**config.mk**
```make
export PLATFORM = sky130hd
export DESIGN_NAME = csx_serial
export DESIGN_NICKNAME = d
export VERILOG_FILES = /design/src/pkg/csx_pkg.sv /design/src/pkg/csx_edge_if.sv /design/src/core/csx_pin_sync.sv /design/src/core/csx_serial.sv
export SDC_FILE = /design/constraint.sdc
export NUM_CORES = 1
export LEC_CHECK = 0
export ABC_AREA = 0
export ABC_CLOCK_PERIOD_IN_PS = 2110
export BUFFER_PORTS_ARGS = -buffer_cell sky130_fd_sc_hd__clkbuf_2
export CORE_MARGIN = 2
export CORE_UTILIZATION = 49
export DETAILED_ROUTE_END_ITERATION = 6
export HOLD_SLACK_MARGIN = 0.08
export PLACE_DENSITY = 0.75
export SLEW_MARGIN = 15
export SYNTH_ARGS = -nofsm -noshare
export SYNTH_HDL_FRONTEND = slang
export SYNTH_HIERARCHICAL = 1
export SYNTH_SLANG_ARGS = --single-unit
```
**constraint.sdc**
```tcl
create_clock -name clk_sys_i -period 2.11 [get_ports clk_sys_i]
set_clock_uncertainty 0.15 [all_clocks]
set_input_delay 0.422 -clock clk_sys_i [delete_from_list [all_inputs] [get_ports clk_sys_i]]
set_output_delay 0.422 -clock clk_sys_i [all_outputs]
set_load 0.02 [all_outputs]
```
**src/pkg/csx_pkg.sv**
```systemverilog
// Constants for the clocked serial engine: register map, fields, resets, timing.
// Assumes a 40 MHz system clock and a 32-bit Avalon-MM register port.
package csx_pkg;
	// Clock and internal serial clock rate
	localparam int CLK_KHZ = 40000;
	localparam int SCK_INT_KBPS = 625;
	localparam int SCK_HALF_CYC = CLK_KHZ / (2 * SCK_INT_KBPS);
	localparam int DIV_W = 6;
	localparam logic [DIV_W-1:0] HALF_LAST = DIV_W'(SCK_HALF_CYC - 1);
	localparam logic [DIV_W-1:0] LOW_PULSE_CYC = DIV_W'(SCK_HALF_CYC);
	localparam logic [3:0] CHAR_BITS = 4'h8;
	localparam logic [3:0] LAST_BIT_IDX = 4'h7;

	// Register byte offsets
	localparam int ADDR_W = 5;
	localparam logic [ADDR_W-1:0] OFS_HMODE = 5'h00;
	localparam logic [ADDR_W-1:0] OFS_LMODE = 5'h04;
	localparam logic [ADDR_W-1:0] OFS_MASK = 5'h08;
	localparam logic [ADDR_W-1:0] OFS_TXBUF = 5'h0c;
	localparam logic [ADDR_W-1:0] OFS_RXBUF = 5'h10;
	localparam logic [ADDR_W-1:0] OFS_STAT = 5'h14;

	// serial_high_mode_register fields
	localparam int HM_TXE = 0;
	localparam int HM_RXE = 1;
	localparam int HM_SE = 2;
	localparam int HM_SK1 = 3;
	localparam int HM_SK2 = 4;
	localparam int HM_TSK = 5;
	// serial_low_mode_register field: 1 selects I/O interface mode
	localparam int LM_IO = 0;
	// interrupt_mask_register fields
	localparam int MK_RX = 0;
	localparam int MK_TX = 1;
	// Status fields
	localparam int ST_TXREQ = 0;
	localparam int ST_RXREQ = 1;
	localparam int ST_TXF = 2;
	localparam int ST_RXF = 3;
	localparam int ST_TXFULL = 4;
	localparam int ST_TXBUSY = 5;

	// Reset values
	localparam logic [4:0] HMODE_RST = 5'h00;
	localparam logic LMODE_RST = 1'b0;
	localparam logic [1:0] MASK_RST = 2'h3;
	localparam logic [7:0] BYTE_RST = 8'h00;
endpackage

```
**src/pkg/csx_edge_if.sv**
```systemverilog
// Carrier for synchronised serial clock edges and receive data.
// Assumes producer and consumer share clk_sys_i.
`timescale 1ns/1ps
interface csx_edge_if;
	logic sck_rise;
	logic sck_fall;
	logic rxd;
	modport src (output sck_rise, output sck_fall, output rxd);
	modport dst (input sck_rise, input sck_fall, input rxd);
endinterface

```
**src/core/csx_pin_sync.sv**
```systemverilog
// Two-stage synchronisers for the serial clock and receive data pins.
// Assumes both pins are asynchronous to clk_sys_i.
`timescale 1ns/1ps
module csx_pin_sync
	import csx_pkg::*;
(
	input wire logic clk_sys_i,
	input wire logic rst_i,
	input wire logic sck_i,
	input wire logic rxd_i,
	csx_edge_if.src edge_o
);
	logic sck_meta;
	logic sck_sync;
	logic sck_prev;
	logic rxd_meta;
	logic rxd_sync;

	// Idle level of the line is high
	always_ff @(posedge clk_sys_i) begin
		if (rst_i) begin
			sck_meta <= 1'b1;
			sck_sync <= 1'b1;
			sck_prev <= 1'b1;
			rxd_meta <= 1'b1;
			rxd_sync <= 1'b1;
		end else begin
			sck_meta <= sck_i;
			sck_sync <= sck_meta;
			sck_prev <= sck_sync;
			rxd_meta <= rxd_i;
			rxd_sync <= rxd_meta;
		end
	end

	assign edge_o.sck_rise = sck_sync & ~sck_prev;
	assign edge_o.sck_fall = ~sck_sync & sck_prev;
	assign edge_o.rxd = rxd_sync;
endmodule

```
**src/core/csx_serial.sv**
```systemverilog
// Clocked serial engine: synchronous mode and I/O interface mode, Avalon-MM slave.
// Assumes external serial clock and receive data are asynchronous pins.
//
// Behaviour
// RL1: Synchronous reception only while receive enable set; sample on rising clock.
// RL2: Search mode stores to receive buffer and interrupts after every bit.
// RL3: No hardware sync-character detection; software clears search enable.
// RL4: Character mode stores and interrupts once per eight received bits.
// RL5: Reception mask bit suppresses reception interrupt in every mode.
// RL6: Internal clock 625 kbps; external clock up to 1.25 Mbps.
// RL7: I/O interface mode uses fixed eight-bit characters without parity.
// RL8: I/O mode sends MSB-first on falling edge, samples on rising.
// RL9: Internal clock gives eight-pulse burst when transmit data loads.
// RL10: External partner gives exactly eight pulses, clock high when idle.
// RL11: Transmit only with transmit enable; buffer loads after previous transfer.
// RL12: Empty transmit buffer raises transmission interrupt unless masked.
// RL13: I/O reception stores eight MSB-first bits and raises reception interrupt.
// RL14: Internal clock receive-only burst starts on clock trigger write.
// RL15: External reception at most 660 kbps; eighth pulse high six states.
// RL16: Transmit-to-receive switch in I/O mode emits one low pulse.
// RL17: Short external transfer finishes on internal clock; sets transmit flag.
// RL18: Receive recovery: trigger finishes remaining pulses then sets receive flag.
// RL19: Both clock selects high is external; exactly one high is internal.
// RL20: Synchronous mode sends eight bits LSB-first on falling edge.
// RL21: Transmit line holds mark level when disabled or nothing to send.
// RL22: Reset clears transmit and receive enable; engine stays idle.
`timescale 1ns/1ps
module csx_serial
	import csx_pkg::*;
(
	input wire logic clk_sys_i,
	input wire logic rst_i,
	input wire logic [ADDR_W-1:0] address_i,
	input wire logic read_i,
	input wire logic write_i,
	input wire logic [31:0] writedata_i,
	output logic [31:0] readdata_o,
	output logic waitrequest_o,
	input wire logic sck_i,
	input wire logic rxd_i,
	output logic sck_o,
	output logic sck_oe_o,
	output logic txd_o,
	output logic irq_tx_o,
	output logic irq_rx_o
);
	csx_edge_if pin_edge ();

	csx_pin_sync u_sync (
		.clk_sys_i(clk_sys_i),
		.rst_i(rst_i),
		.sck_i(sck_i),
		.rxd_i(rxd_i),
		.edge_o(pin_edge)
	);

	logic transmit_enable_bit, receive_enable_bit, se, sk1, sk2, io_mode;
	logic mask_rx, mask_tx;
	logic [7:0] txb, rxb, tx_sh, rx_sh;
	logic tx_full, tx_active;
	logic [3:0] tx_cnt, rx_cnt;
	logic rx_run;
	logic tx_req, rx_req, tx_flag, rx_flag;
	logic txe_q;
	logic [DIV_W-1:0] low_cnt, div_cnt;
	logic sck_int;
	logic [3:0] burst_pulses;

	// Bus strobes
	logic acc, wr, rd;
	assign acc = (read_i | write_i) & ~waitrequest_o;
	assign wr = acc & write_i;
	assign rd = acc & read_i;
	logic wr_hm, wr_lm, wr_mk, wr_tx, wr_st, rd_rx, tsk_wr;
	assign wr_hm = wr && address_i == OFS_HMODE;
	assign wr_lm = wr && address_i == OFS_LMODE;
	assign wr_mk = wr && address_i == OFS_MASK;
	assign wr_tx = wr && address_i == OFS_TXBUF;
	assign wr_st = wr && address_i == OFS_STAT;
	assign rd_rx = rd && address_i == OFS_RXBUF;
	assign tsk_wr = wr_hm & writedata_i[HM_TSK];

	// Clock source
	logic ext_sel, int_sel;
	assign ext_sel = sk1 & sk2; // RL19
	assign int_sel = sk1 ^ sk2; // RL19

	// Internal clock: free-running in synchronous mode, bursts in I/O mode
	logic run_int, int_active, int_tick, int_rise, int_fall;
	assign run_int = int_sel & (io_mode ? ((transmit_enable_bit & tx_active) | rx_run) : (transmit_enable_bit | receive_enable_bit));
	// A started low phase always completes so bursts end high
	assign int_active = run_int | ~sck_int;
	assign int_tick = int_active && div_cnt == HALF_LAST; // RL6
	assign int_fall = int_tick & sck_int;
	assign int_rise = int_tick & ~sck_int;

	logic rise_e, fall_e;
	assign rise_e = ext_sel ? pin_edge.sck_rise : int_rise;
	assign fall_e = ext_sel ? pin_edge.sck_fall : int_fall;

	always_ff @(posedge clk_sys_i) begin
		if (rst_i) begin
			div_cnt <= '0;
			sck_int <= 1'b1;
		end else if (!int_active) begin
			div_cnt <= '0;
		end else if (int_tick) begin
			div_cnt <= '0;
			sck_int <= ~sck_int;
		end else begin
			div_cnt <= div_cnt + 1'b1;
		end
	end

	always_ff @(posedge clk_sys_i) begin
		if (rst_i) begin
			sck_o <= 1'b1;
			sck_oe_o <= 1'b0;
		end else begin
			sck_o <= sck_int;
			sck_oe_o <= int_sel; // RL9
		end
	end

	// Mode registers
	always_ff @(posedge clk_sys_i) begin
		if (rst_i) begin
			{sk2, sk1, se, receive_enable_bit, transmit_enable_bit} <= HMODE_RST; // RL22
			io_mode <= LMODE_RST;
			{mask_tx, mask_rx} <= MASK_RST;
		end else begin
			if (wr_hm) begin
				transmit_enable_bit <= writedata_i[HM_TXE];
				receive_enable_bit <= writedata_i[HM_RXE];
				se <= writedata_i[HM_SE]; // RL3
				sk1 <= writedata_i[HM_SK1];
				sk2 <= writedata_i[HM_SK2];
			end
			if (wr_lm) begin
				io_mode <= writedata_i[LM_IO];
			end
			if (wr_mk) begin
				mask_rx <= writedata_i[MK_RX];
				mask_tx <= writedata_i[MK_TX];
			end
		end
	end

	// Transmit path; a stalled partial transfer keeps its count for recovery
	logic tx_load, tx_step_rise, tx_step_fall, tx_done;
	assign tx_load = transmit_enable_bit & tx_full & ~tx_active; // RL11
	assign tx_step_fall = transmit_enable_bit & tx_active & fall_e;
	assign tx_step_rise = transmit_enable_bit & tx_active & rise_e;
	assign tx_done = tx_step_rise && tx_cnt == 4'h1;

	always_ff @(posedge clk_sys_i) begin
		if (rst_i) begin
			txb <= BYTE_RST;
			tx_full <= 1'b0;
		end else if (wr_tx) begin
			// Overwrites an unsent byte; software checks the request flag first
			txb <= writedata_i[7:0];
			tx_full <= 1'b1;
		end else if (tx_load) begin
			tx_full <= 1'b0;
		end
	end

	always_ff @(posedge clk_sys_i) begin
		if (rst_i) begin
			tx_sh <= BYTE_RST;
			tx_active <= 1'b0;
			tx_cnt <= 4'h0;
		end else if (tx_load) begin
			tx_sh <= txb;
			tx_active <= 1'b1;
			tx_cnt <= CHAR_BITS; // RL7
		end else begin
			if (tx_step_fall) begin
				tx_sh <= io_mode ? {tx_sh[6:0], 1'b1} : {1'b1, tx_sh[7:1]}; // RL8 RL20
			end
			if (tx_step_rise) begin
				tx_cnt <= tx_cnt - 1'b1;
			end
			if (tx_done) begin
				tx_active <= 1'b0; // RL17
			end
		end
	end

	// Transmit line with mark level and mode-switch low pulse
	logic sw_to_rx;
	assign sw_to_rx = io_mode & txe_q & ~transmit_enable_bit & receive_enable_bit;

	always_ff @(posedge clk_sys_i) begin
		if (rst_i) begin
			txe_q <= 1'b0;
			low_cnt <= '0;
		end else begin
			txe_q <= transmit_enable_bit;
			if (sw_to_rx) begin
				low_cnt <= LOW_PULSE_CYC; // RL16
			end else if (low_cnt != '0) begin
				low_cnt <= low_cnt - 1'b1;
			end
		end
	end

	always_ff @(posedge clk_sys_i) begin
		if (rst_i) begin
			txd_o <= 1'b1;
		end else if (sw_to_rx || low_cnt > 6'h01) begin
			txd_o <= 1'b0; // RL16
		end else if (!transmit_enable_bit || (!tx_active && sck_o)) begin
			// Last bit holds until the pin clock has risen, so the peer samples it
			txd_o <= 1'b1; // RL21
		end else if (tx_step_fall) begin
			txd_o <= io_mode ? tx_sh[7] : tx_sh[0]; // RL8 RL20
		end
	end

	// Receive path
	logic rx_take, rx_store, search;
	logic [7:0] next_rx_sh;
	assign search = ~io_mode & se;
	assign rx_take = receive_enable_bit & rise_e; // RL1
	assign next_rx_sh = io_mode ? {rx_sh[6:0], pin_edge.rxd} : {pin_edge.rxd, rx_sh[7:1]};
	assign rx_store = rx_take & (search | rx_cnt == LAST_BIT_IDX); // RL2 RL4 RL13

	always_ff @(posedge clk_sys_i) begin
		if (rst_i) begin
			rx_sh <= BYTE_RST;
			rxb <= BYTE_RST;
			rx_cnt <= 4'h0;
		end else begin
			if (rx_take) begin
				rx_sh <= next_rx_sh;
			end
			if (rx_store) begin
				rxb <= next_rx_sh; // RL2 RL4 RL13
			end
			// Search mode has no character boundary until software syncs
			if (search || rx_store) begin
				rx_cnt <= 4'h0; // RL3
			end else if (rx_take) begin
				rx_cnt <= rx_cnt + 1'b1;
			end
		end
	end

	// Receive burst runs until the remaining bits arrive
	always_ff @(posedge clk_sys_i) begin
		if (rst_i) begin
			rx_run <= 1'b0;
		end else if (tsk_wr && io_mode && int_sel) begin
			rx_run <= 1'b1; // RL14 RL18
		end else if (rx_store || !io_mode || !int_sel) begin
			rx_run <= 1'b0;
		end
	end

	// Flags: hardware set wins over software clear
	always_ff @(posedge clk_sys_i) begin
		if (rst_i) begin
			tx_req <= 1'b0;
			rx_req <= 1'b0;
			tx_flag <= 1'b0;
			rx_flag <= 1'b0;
		end else begin
			if (tx_load) begin
				tx_req <= 1'b1; // RL12
			end else if (wr_st && writedata_i[ST_TXREQ]) begin
				tx_req <= 1'b0;
			end
			if (rx_store) begin
				rx_req <= 1'b1;
			end else if (wr_st && writedata_i[ST_RXREQ]) begin
				rx_req <= 1'b0;
			end
			if (tx_done) begin
				tx_flag <= 1'b1; // RL17
			end else if (wr_tx || (wr_st && writedata_i[ST_TXF])) begin
				tx_flag <= 1'b0;
			end
			if (rx_store) begin
				rx_flag <= 1'b1; // RL18
			end else if (rd_rx || (wr_st && writedata_i[ST_RXF])) begin
				rx_flag <= 1'b0;
			end
		end
	end

	always_ff @(posedge clk_sys_i) begin
		if (rst_i) begin
			irq_tx_o <= 1'b0;
			irq_rx_o <= 1'b0;
		end else begin
			irq_tx_o <= tx_req & ~mask_tx; // RL12
			irq_rx_o <= rx_req & ~mask_rx; // RL5
		end
	end

	// Avalon slave: one wait cycle, then the answer
	always_ff @(posedge clk_sys_i) begin
		if (rst_i) begin
			waitrequest_o <= 1'b1;
			readdata_o <= '0;
		end else if ((read_i || write_i) && waitrequest_o) begin
			waitrequest_o <= 1'b0;
			readdata_o <= '0;
			case (address_i)
				OFS_HMODE: readdata_o[4:0] <= {sk2, sk1, se, receive_enable_bit, transmit_enable_bit};
				OFS_LMODE: readdata_o[LM_IO] <= io_mode;
				OFS_MASK: readdata_o[1:0] <= {mask_tx, mask_rx};
				OFS_TXBUF: readdata_o[7:0] <= txb;
				OFS_RXBUF: readdata_o[7:0] <= rxb;
				OFS_STAT: readdata_o[5:0] <= {tx_active, tx_full, rx_flag, tx_flag, rx_req, tx_req};
				default: readdata_o <= '0;
			endcase
		end else begin
			waitrequest_o <= 1'b1;
		end
	end

	// Pulses within one internal I/O burst
	always_ff @(posedge clk_sys_i) begin
		if (rst_i) begin
			burst_pulses <= 4'h0;
		end else if (!int_active) begin
			burst_pulses <= 4'h0;
		end else if (int_rise && io_mode) begin
			burst_pulses <= burst_pulses + 1'b1;
		end
	end

	property p_burst_len;
		@(posedge clk_sys_i) disable iff (rst_i)
		(int_rise && io_mode && !rx_run) |-> burst_pulses < CHAR_BITS;
	endproperty
	a_burst_len: assert property (p_burst_len) else $error("burst over eight pulses"); // RL9

	property p_mark;
		@(posedge clk_sys_i) disable iff (rst_i)
		(!transmit_enable_bit && low_cnt == '0 && !sw_to_rx) |=> txd_o;
	endproperty
	a_mark: assert property (p_mark) else $error("txd not at mark"); // RL21

	property p_rx_mask;
		@(posedge clk_sys_i) disable iff (rst_i)
		mask_rx |=> !irq_rx_o;
	endproperty
	a_rx_mask: assert property (p_rx_mask) else $error("masked rx irq seen"); // RL5

	property p_tx_irq;
		@(posedge clk_sys_i) disable iff (rst_i)
		(tx_load && !mask_tx) ##1 !mask_tx |=> irq_tx_o;
	endproperty
	a_tx_irq: assert property (p_tx_irq) else $error("tx irq missing after load"); // RL12

	property p_load_needs_txe;
		@(posedge clk_sys_i) disable iff (rst_i)
		$rose(tx_active) |-> $past(transmit_enable_bit) && !tx_full;
	endproperty
	a_load_needs_txe: assert property (p_load_needs_txe) else $error("load without txe"); // RL11

	property p_rx_gate;
		@(posedge clk_sys_i) disable iff (rst_i)
		!receive_enable_bit |=> $stable(rxb) && $stable(rx_sh);
	endproperty
	a_rx_gate: assert property (p_rx_gate) else $error("receive while disabled"); // RL1

	property p_search;
		@(posedge clk_sys_i) disable iff (rst_i)
		(rx_take && search) |=> rx_req && rx_flag && rxb == rx_sh;
	endproperty
	a_search: assert property (p_search) else $error("search bit not stored"); // RL2

	property p_char;
		@(posedge clk_sys_i) disable iff (rst_i)
		rx_store |-> (search || rx_cnt == LAST_BIT_IDX);
	endproperty
	a_char: assert property (p_char) else $error("store off character boundary"); // RL4

	property p_ext_clk;
		@(posedge clk_sys_i) disable iff (rst_i)
		(sk1 && sk2) |=> !sck_oe_o;
	endproperty
	a_ext_clk: assert property (p_ext_clk) else $error("driving sck with external clock"); // RL19

	property p_low_pulse;
		@(posedge clk_sys_i) disable iff (rst_i)
		sw_to_rx |=> !txd_o [*2];
	endproperty
	a_low_pulse: assert property (p_low_pulse) else $error("no low pulse on switch"); // RL16

	c_tx_done: cover property (@(posedge clk_sys_i) disable iff (rst_i) tx_done);
	c_rx_io: cover property (@(posedge clk_sys_i) disable iff (rst_i) rx_store && io_mode);
	c_search: cover property (@(posedge clk_sys_i) disable iff (rst_i) rx_store && search);
endmodule

```
==> results of run 1 <==
cell usage after synthesis (all sizes together), types with 3 or more instances:
cell type  instances  share of area, %
dfxtp             88                42
nand3             42               5.2
nor2              41               3.7
nand2             39               3.5
buf               32               5.4
mux2i             23               5.5
a21oi             21               2.5
clkbuf            17               1.5
nor3              14               1.8
a22o              11               2.3
inv               10              0.90
mux2              10               2.7
o211ai             9               2.6
o21ai              9               1.1
and2               7               1.1
ha                 7               2.1
nor2b              7               1.0
or2                7               1.0
xnor2              6               1.3
xor2               6               1.3
a22oi              5              0.90
a2111oi            3              0.78
a211oi             3              0.54
a221o              3              0.72
nand2b             3              0.45
nand4b             3              0.63
nor3b              3              0.54
or3                3              0.45
cell type report:
cell class	instances	area, um^2
fill	712	3470
multi-input combinational	335	2220
sequential	88	1760
timing repair buffer	66	433
clock buffer	11	131
tap	105	131
clock inverter	4	70.1
inverter	10	37.5
repair_timing:
action                     in CTS  in global routing
resized for setup               2                  9
pin swaps                       1                  3
setup endpoints to repair      11                 32
setup buffers                   0                  3
hold buffers                    2                  0
hold endpoints to repair        2                  0
through the flow:
step / setup WS, ps / total power [mW]
3_5_place_dp: -39.3 / 2.31
3_3_place_gp: 25.2 / 2.29
6_report: 66.5 / 3.51
5_1_grt: -13.0 / 3.66
4_1_cts: 42.4 / 3.54
2_1_floorplan: 79.4 / 2.21
sequential cells by signal (all words and copies together), names as in the netlist, 4 cells and up:
name,count
div_cnt,6
low_cnt,6
readdata_o,8
rx_cnt,4
rx_sh,8
rxb,8
tx_cnt,4
tx_sh,8
txb,8
critical path, cell delays in order, from the launching register on:
cell,delay (ps)
dfxtp_2,360
ha_4,160
nand3_4,110
or2_4,300
o41ai_4,400
and2_4,210
buf_4,150
o211ai_2,90
where the power goes:
part	leakage (nW)	internal [mW]	switching, mW	total (mW)
registers	0.713	1.73	0.0608	1.79
clock network	0.103	0.658	0.578	1.24
logic	1.10	0.202	0.289	0.491
cell families (layout without fill, tap and decap cells):
kind of cell	count (synthesis)	count (layout)	share of synthesized area (%)
compound gates	80	80	16.0
xor+xnor	12	12	2.52
fa+ha+maj	7	7	2.10
buf+inv	59	91	7.79
flops	88	88	42.2
mux	33	33	8.21
other cells	1	24	0.0898
simple gates	179	179	21.1
worst max-delay path by stage:
stage	startpoint	to	slack [ps]	depth (start not counted)
after floorplan	div_cnt[0]	tx_sh[7]	80	7
after global placement	sk1	rx_cnt[1]	30	7
after detailed placement	sk1	rx_cnt[1]	-40	7
after CTS	sk1	tx_cnt[1]	40	5
after global routing	div_cnt[0]	tx_sh[5]	-10	7
final	div_cnt[0]	tx_sh[5]	70	7
per-layer routing:
metal	up-vias	GRT usage (%)	share of wire, %
met2	88	34.2	47
met3	25	4.86	4.9
li1	1682	-	-
met4	0	11.9	3.3
met1	1579	26.4	44
met5	-	0	0
==> metrics.md, run 1 <==
| Metric | Value |
|---|---|
| Final cell count without fillers | `619` |
| H-tree levels | `3` |
| First-pass GRT wire length | `15.0 mm` |
| Gr ovfl total | `0` |
| Starting Density | `50.6%` |
| Hold Path Origin | `writedata_i[6]` |
| Number of synthesized register bits | `88` |
| Via density per instance | `5.45` |
| Number of DRC markers in iteration 0 | `147` |
| Min-Delay Endpoint | `txb[6]` |
| Slew Limit Fails | `0` |
| Core area | `8260 um^2` |
| DRC violations left | `0` |
| Reg2Reg Launch Point | `div_cnt[0]` |
| Root cell of the clock tree | `clkbuf_8` |
| Drt first pass iters | `4` |
| VDD IR-drop max | `0.000474 V` |
| Max frequency | `489 MHz` |
| Layout cells sized above 1 | `22.0%` |
| Antenna violations before repair | `0` |
| R2R Path End | `tx_sh[5]` |
| Warnings from Yosys | `6` |
| Gpl congestion | `0.836` |
| Run status | `complete, no violations` |
| Cell Pwr Density | `735 nW/um^2` |
| Leakage | `1.92 nW` |
| Detailed placement HPWL | `6.86 mm` |
| Hold Vio Cnt, Final | `0` |
| Crit path max fanout | `5` |
| Drt wl/cell | `15.1 um` |
| Slew margin rel. | `about two thirds` |
| Post-Place Cells | `599` |
| Mapped Avg Cell Area | `around 9.1 um^2` |
| Tot GR Track Use | `21.3%` |
| Post-Syn Instances | `459` |
| Antenna cells | `0` |
| TNS Setup | `0 ps` |
| CP Class | `flop to flop` |
| Nets@finish | `560` |
| CTS Buffer Depth | `2` |
| Hold WC Path Type | `primary input to flop` |
| Total Wirelength | `about 9.4 mm` |
| Max Cap Viol | `0` |
| Hold slack | `about 150 ps` |
| Worst Reg-to-Reg Cells | `7` |
| Clock Sinks | `88` |
| Setup crit end kind | `flop` |
| Post-layout min period | `2040 ps` |
| Io pins | `81` |
| Cts bufs inserted | `9` |
| Area delta synth->final | `14.5%` |
| DP Area | `about 4500 um^2` |
| Top_reg_cell synth | `dfxtp_1` |
| Post-synth cell types | `58` |
| Async set or reset register ratio after synthesis | `0%` |
| Measured slew at the worst slew-check pin | `501 ps` |
| Hold Path Stages | `3` |
| Final Cell Area | `4780 um^2` |
| Row cnt | `33` |
| Most common cell after layout, fill and taps aside | `dfxtp_1` |
| Post-DRT Antenna Nets | `0` |
| Die footprint | `9280 um^2` |
| Period utilization | `96.9%` |
| I/O Buffers | `32` |
| CTS tree | `built` |
| Vias in the first global route | `roughly 3200` |
| Arrival @ worst endpoint | `roughly 2100 ps` |
| Post-synthesis cell area | `roughly 4200 um^2` |
| Most frequent cells in the layout | `dfxtp_1, nand3_1, nor2_1` |
| CP startpoint kind | `flop` |
| Maximum number of pins on one net before global-route repair | `20` |
| Worst EP required | `2210 ps` |
| EDFF count, synth | `0` |
| Chip height | `96.3 um` |
| Reg2Reg Setup Slack | `70 ps` |
| Endpoints failing setup | `0` |
| Die width | `96.3 um` |
| Worst skew pair latency | `360 ps` |
| Clock transition at path regs | `80 ps` |
| Final Util | `between 50 and 60%` |
| Sequential fraction of the synthesis area | `a little over two fifths` |
| Via count | `3374` |
No activity file was read; power rests on OpenSTA's default activity.
==> run 2, diff against run 1 <==
--- a/config.mk
+++ b/config.mk
@@ -13,6 +13,7 @@
 export DETAILED_ROUTE_END_ITERATION = 6
 export HOLD_SLACK_MARGIN = 0.08
 export PLACE_DENSITY = 0.75
+export SETUP_SLACK_MARGIN = 0.1
 export SLEW_MARGIN = 15
 export SYNTH_ARGS = -nofsm -noshare
 export SYNTH_HDL_FRONTEND = slang
==> constraint.sdc (replaced) <==
create_clock -name clk_sys_i -period 2.11 [get_ports clk_sys_i]
set_clock_uncertainty 0.15 [all_clocks]
set_input_delay 0.422 -clock clk_sys_i [delete_from_list [all_inputs] [get_ports clk_sys_i]]
set_output_delay 0.422 -clock clk_sys_i [all_outputs]
set_load 0.005 [all_outputs]
==> run 2 against run 1 <==
Fmax grew 2.0%. Largest power group unchanged. Cell count shrank 0.32%. Routed wire length shrank 1.2%. Core utilization shrank 0.091 points.
==> metrics.md, run 2 (synthesis gave the netlist of run 1 again) <==
| Metric | Value |
|---|---|
| Run status | `complete, no violations` |
| Chip height | `96.3 um (unchanged)` |
| Hold WC Path Type | `primary input to flop` |
| Io pins | `81 (unchanged)` |
| Pint | `2.47 mW (-4.3%)` |
| Die width | `96.3 um (unchanged)` |
| Gpl congestion | `0.850 (+1.6%)` |
| Layout cells sized above 1 | `23.2% (+1.3 points)` |
| CP startpoint kind | `flop` |
| Drt wl/cell | `15.0 um (-0.87%)` |
| I/O Buffers | `32 (unchanged)` |
| Worst EP required | `2200 ps (about the same)` |
| Nets@finish | `557 (-0.54%)` |
| Root cell of the clock tree | `clkbuf_8` |
| Slew margin rel. | `64.4% (-1.3 points)` |
| Switching share of total power | `26.7% (+0.30 points)` |
| Sequential power share | `53.0% (+2.1 points)` |
| Most common cell after layout, fill and taps aside | `dfxtp_1` |
| Clock transition at path regs | `90 ps (about the same)` |
| First-pass GRT wire length | `15.2 mm (+1.5%)` |
| H-tree levels | `3 (unchanged)` |
| Detailed placement HPWL | `6.75 mm (-1.7%)` |
| Arrival @ worst endpoint | `2090 ps (-50 ps)` |
| Total Wirelength | `9.25 mm (-1.2%)` |
| Vias in the first global route | `3138 (-2.8%)` |
| Post-DRT Antenna Nets | `0 (unchanged)` |
| Starting Density | `50.6% (unchanged)` |
| Final cell count without fillers | `617 (-0.32%)` |
| Area delta synth->final | `14.3%` |
| Die footprint | `9280 um^2 (unchanged)` |
| Max Cap Viol | `0 (unchanged)` |
| Cell Pwr Density | `707 nW/um^2 (-3.8%)` |
| Gr ovfl total | `0 (unchanged)` |
| Switching power | `0.902 mW (-2.8%)` |
| Antenna violations before repair | `0 (unchanged)` |
| CTS tree | `built` |
| Period utilization | `94.9% (-1.9 points)` |
| Via density per instance | `5.52 (+1.3%)` |
| Slowest cell on crit path | `o41ai_4` |
| Crit path max fanout | `4 (-1)` |
| Number of DRC markers in iteration 0 | `291 (+98%)` |
| Endpoints failing setup | `0 (unchanged)` |
| Setup crit end kind | `flop` |
| Most frequent cells in the layout | `dfxtp_1, nand3_1, nor2_1` |
| DRC violations left | `0 (unchanged)` |
| Max frequency | `499 MHz (+2.0%)` |
| Overall power | `3.38 mW (-3.9%)` |
| CTS Buffer Depth | `2 (unchanged)` |
| Post-Place Cells | `596 (-0.50%)` |
| Maximum number of pins on one net before global-route repair | `29 (+45%)` |
| CP Cell Sequence | `ha_4, nand3_4, or2_4, o41ai_4, and2_4, buf_4, o211ai_2` |
| Hold slack | `109 ps (-37.1 ps)` |
| Slowest Stage Delay on Critical Path | `390 ps (about the same)` |
| Core area | `8260 um^2 (unchanged)` |
| Drt first pass iters | `5 (+1)` |
| Row cnt | `33 (unchanged)` |
| Worst skew pair latency | `350 ps (about the same)` |
| Tot GR Track Use | `21.1% (-0.22 points)` |
| Final Util | `57.8% (-0.091 points)` |
| Post-layout min period | `2000 ps (-40.9 ps)` |
| Antenna cells | `0 (unchanged)` |
| Measured slew at the worst slew-check pin | `520 ps (+18.7 ps)` |
| Slew Limit Fails | `0 (unchanged)` |
| Number of fillers in the final layout | `763 (+7.2%)` |
| Leakage | `1.93 nW (+0.70%)` |
| CP Class | `flop to flop` |
| Clock Sinks | `88 (unchanged)` |
| Cts bufs inserted | `9 (unchanged)` |
| Hold Vio Cnt, Final | `0 (unchanged)` |
| VDD IR-drop max | `0.000657 V (+39%)` |
| Via count | `3407 (+0.98%)` |
| Unrepaired setup endpoints after global routing | `yes` |
| Combinational power share | `13.0% (-1.0 points)` |
| Clock power share | `34.0% (-1.2 points)` |
[run 2: changes by cell type in the layout (fill, tap and decap cells not counted), sizes merged]
cell,change
clkinvlp,+4
clkinv,-2
dlygate4sd3,-2
buf,-1
bufinv,-1
clkbuf,-1
inv,+1
[run 2: power by group through the flow]
| stage | Sequential, mW | Combinational (mW) | Clock (mW) |
|---|---|---|---|
| floorplan | 1.81 | 0.353 | 0 |
| global placement | 1.82 | 0.425 | 0 |
| detailed placement | 1.82 | 0.438 | 0 |
| CTS | 1.79 | 0.441 | 1.17 |
| global route | 1.80 | 0.500 | 1.24 |
| finish | 1.79 | 0.440 | 1.15 |
[run 2: repair_timing]
action | CTS | global route
setup buffers | 1 | 4
hold buffers | 0 | 0
setup endpoints to repair | 27 | 22
resized for setup | 5 | 12
pin swaps | 3 | 9
[run 2: per-stage QoR]
step                setup TNS (ps)  setup slack [ps]  area [um^2]
floorplan                        0               108         4280
CTS                              0               106         4710
global placement                 0              41.9         4490
global route                     0              39.0         4780
finish                           0               107         4780
detailed placement           -33.7             -33.7         4490
[run 2: final timing paths]
kind	to	from	depth (start not counted)	slack, ps
max	tx_sh[7]	div_cnt[0]	7	110
min	u_sync/rxd_meta	rxd_i	2	110
max reg2reg	tx_sh[7]	div_cnt[0]	7	110
min reg2reg	u_sync/sck_sync	u_sync/sck_meta	1	260
[run 2: critical path: cells and delay by family (launching register included)]
family | cells | cell delay [ps]
buffers and inverters | 1 | 140
and+or+nand+nor | 3 | 590
AOI/OAI and AO/OA | 2 | 480
adders and majority gates | 1 | 160
DFF | 1 | 370
[run 2: area by class of cell]
cell class	instances	area [um^2]	share of cell area (%)
tap	105	131	2.75
inverter	10	37.5	0.786
sequential	88	1760	36.9
clock inverter	6	68.8	1.44
clock buffer	10	128	2.67
timing repair buffer	63	413	8.64
multi-input combinational	335	2230	46.8
[run 2: per-layer routing]
metal	share of wire [%]	GRT usage, %	wire length, um
met1	43	27.4	4020
met2	50	34.9	4580
met3	5.7	4.86	523
met4	1.4	6.34	131
met5	0	0	0
==> run 3, diff against run 2 <==
--- a/config.mk
+++ b/config.mk
@@ -13,7 +13,7 @@
 export DETAILED_ROUTE_END_ITERATION = 6
 export HOLD_SLACK_MARGIN = 0.08
 export PLACE_DENSITY = 0.75
-export SETUP_SLACK_MARGIN = 0.1
+export SETUP_SLACK_MARGIN = 0.15
 export SLEW_MARGIN = 15
 export SYNTH_ARGS = -nofsm -noshare
 export SYNTH_HDL_FRONTEND = slang
==> run 3 against run 2 <==
Routed wire length up 6.2%. Core utilization up 1.9 points. Via count rose by 1.3%. Critical path type unchanged. Critical endpoint is now tx_cnt[2]. Largest cell class unchanged.
==> metrics.md, run 3 (synthesis gave the netlist of run 1 again) <==
| Metric | Value |
|---|---|
| Reg2Reg Setup Slack | `140 ps (+30 ps)` |
| Vias in the first global route | `3186 (+1.5%)` |
| H-tree levels | `3 (unchanged)` |
| Antenna cells | `0 (unchanged)` |
| VDD IR-drop max | `0.000353 V (-46%)` |
| Core area | `8260 um^2 (unchanged)` |
| Slowest Stage Delay on Critical Path | `350 ps (-40 ps)` |
| Total Wirelength | `9.82 mm (+6.2%)` |
| Leakage | `2.02 nW (+4.5%)` |
| Starting Density | `50.6% (unchanged)` |
| Detailed placement HPWL | `6.90 mm (+2.2%)` |
| Max Cap Viol | `0 (unchanged)` |
| Clock Sinks | `88 (unchanged)` |
| Clock power share | `35.1% (+1.1 points)` |
| Root cell of the clock tree | `clkbuf_8` |
| Final Util | `59.8% (+1.9 points)` |
| DP Area | `4480 um^2 (about the same)` |
| Via count | `3452 (+1.3%)` |
| Number of DRC markers in iteration 0 | `181 (-38%)` |
| Drt first pass iters | `4 (-1)` |
| Gpl congestion | `0.820 (-3.5%)` |
| DRC violations left | `0 (unchanged)` |
| Most frequent cells in the layout | `dfxtp_1, nand3_1, nor2_1` |
| Via density per instance | `5.52 (about the same)` |
| Antenna violations before repair | `0 (unchanged)` |
| Worst Reg-to-Reg Cells | `9 (+2)` |
| Post-DRT Antenna Nets | `0 (unchanged)` |
| Nets@finish | `565 (+1.4%)` |
| Hold Path Stages | `2 (unchanged)` |
| Io pins | `81 (unchanged)` |
| Die footprint | `9280 um^2 (unchanged)` |
| Drt wl/cell | `15.7 um (+4.8%)` |
| Combinational power share | `13.0% (about the same)` |
| Pint | `2.48 mW (+0.38%)` |
| Reg2Reg Launch Point | `sk1` |
| Row cnt | `33 (unchanged)` |
| Switching share of total power | `27.8% (+1.1 points)` |
| CTS Buffer Depth | `2 (unchanged)` |
| Most common cell after layout, fill and taps aside | `dfxtp_1` |
| Cell Pwr Density | `697 nW/um^2 (-1.4%)` |
| Overall power | `3.44 mW (+1.9%)` |
| Measured slew at the worst slew-check pin | `512 ps (-8.24 ps)` |
| Setup crit end kind | `flop` |
| Final Cell Area | `4940 um^2 (+3.4%)` |
| Worst Setup SP | `sk1` |
| I/O Buffers | `32 (unchanged)` |
| Slew Limit Fails | `0 (unchanged)` |
| Period utilization | `93.5% (-1.4 points)` |
| Post-layout min period | `1970 ps (-28.9 ps)` |
| Arrival @ worst endpoint | `2100 ps (about the same)` |
| CP Cell Sequence | `ha_4, buf_6, o41ai_4, buf_4, buf_6, buf_4, nand3_1, xor2_1, nor3_1` |
| Hold WC Path Type | `primary input to flop` |
| Layout cells sized above 1 | `25.8% (+2.5 points)` |
| Die width | `96.3 um (unchanged)` |
| Tot GR Track Use | `21.9% (+0.79 points)` |
| CTS tree | `built` |
| Slowest cell on crit path | `dfxtp_2` |
| TNS Setup | `0 ps (unchanged)` |
| Max frequency | `507 MHz (+1.5%)` |
| Worst skew pair latency | `370 ps (+20 ps)` |
| Sequential power share | `51.9% (-1.1 points)` |
| Worst EP required | `2240 ps (+40 ps)` |
| First-pass GRT wire length | `15.6 mm (+2.2%)` |
| Clock transition at path regs | `100 ps (about the same)` |
| Hold Vio Cnt, Final | `0 (unchanged)` |
| Cts bufs inserted | `9 (unchanged)` |
| Crit path max fanout | `3 (-1)` |
| CP Class | `flop to flop` |
| Slew margin rel. | `65.6% (+1.1 points)` |
| Worst setup path endpoint | `tx_cnt[2]` |
| Run status | `complete, no violations` |
| Switching power | `0.955 mW (+5.9%)` |
| Area delta synth->final | `18.2%` |
| CP startpoint kind | `flop` |
| Maximum number of pins on one net before global-route repair | `29 (unchanged)` |
| R2R Path End | `tx_cnt[2]` |
| Endpoints failing setup | `0 (unchanged)` |
| Chip height | `96.3 um (unchanged)` |
| Gr ovfl total | `0 (unchanged)` |
| Unrepaired setup endpoints after global routing | `yes` |
## run 3: changes by cell type in the layout (fill, tap and decap cells not counted), sizes merged
cell and delta:
buf +6, inv +1, clkinvlp -2, clkinv +2
dlygate4sd3 +1
## run 3: through the flow
stage	cells	hold slack, ps	worst slack (ps)
2_1_floorplan	482	233	161
3_3_place_gp	594	236	24.5
3_5_place_dp	594	243	-14.1
4_1_cts	616	93.0	150
5_1_grt	625	118	27.5
6_report	625	106	136
## run 3: cell type report
class,count,area (um^2)
clock buffers,9,124
clock inverters,7,78.8
fillers,738,3320
inverters,10,37.5
multi-input cells,335,2290
flip-flops and latches,88,1770
well taps,105,131
repair buffers,71,509
## run 3: layer usage
layer	global-route usage [%]	routed length (um)	vias to the layer above
li1	-	-	1692
met1	29.1	4420	1654
met2	34.7	4820	90
met3	4.93	383	16
met4	8.22	198	0
met5	0	0	-
## run 3: how the worst min path moves through the flow
stage / from / to / slack, ps
2_1_floorplan: u_sync/rxd_meta / u_sync/edge_o.rxd / 230
3_3_place_gp: u_sync/sck_meta / u_sync/sck_sync / 240
3_5_place_dp: u_sync/rxd_meta / u_sync/edge_o.rxd / 240
5_1_grt: sck_i / u_sync/sck_meta / 120
4_1_cts: sck_i / u_sync/sck_meta / 90
6_report: sck_i / u_sync/sck_meta / 110
## run 3: power by group through the flow
stage          combinational [mW]  sequential (mW)  clock [mW]
2_1_floorplan               0.353             1.81           0
3_3_place_gp                0.424             1.82           0
3_5_place_dp                0.437             1.83           0
4_1_cts                     0.442             1.78        1.23
5_1_grt                     0.512             1.80        1.30
6_report                    0.446             1.79        1.21
## run 3: what timing repair did
action,4_1_cts,5_1_grt
pin swaps,4,10
setup endpoints to repair,23,30
endpoints found under the hold margin,1,0
resized for setup,8,24
setup buffers,5,7
hold buffers,1,0
cloned,0,2
## run 3: worst max-delay path: cells and delay by family, from the launching register on
family          cells  cell delay (ps)
buf+inv             4              510
flops               1              350
fa+ha+maj           1              160
compound gates      1              260
simple gates        2              280
xor+xnor            1              180
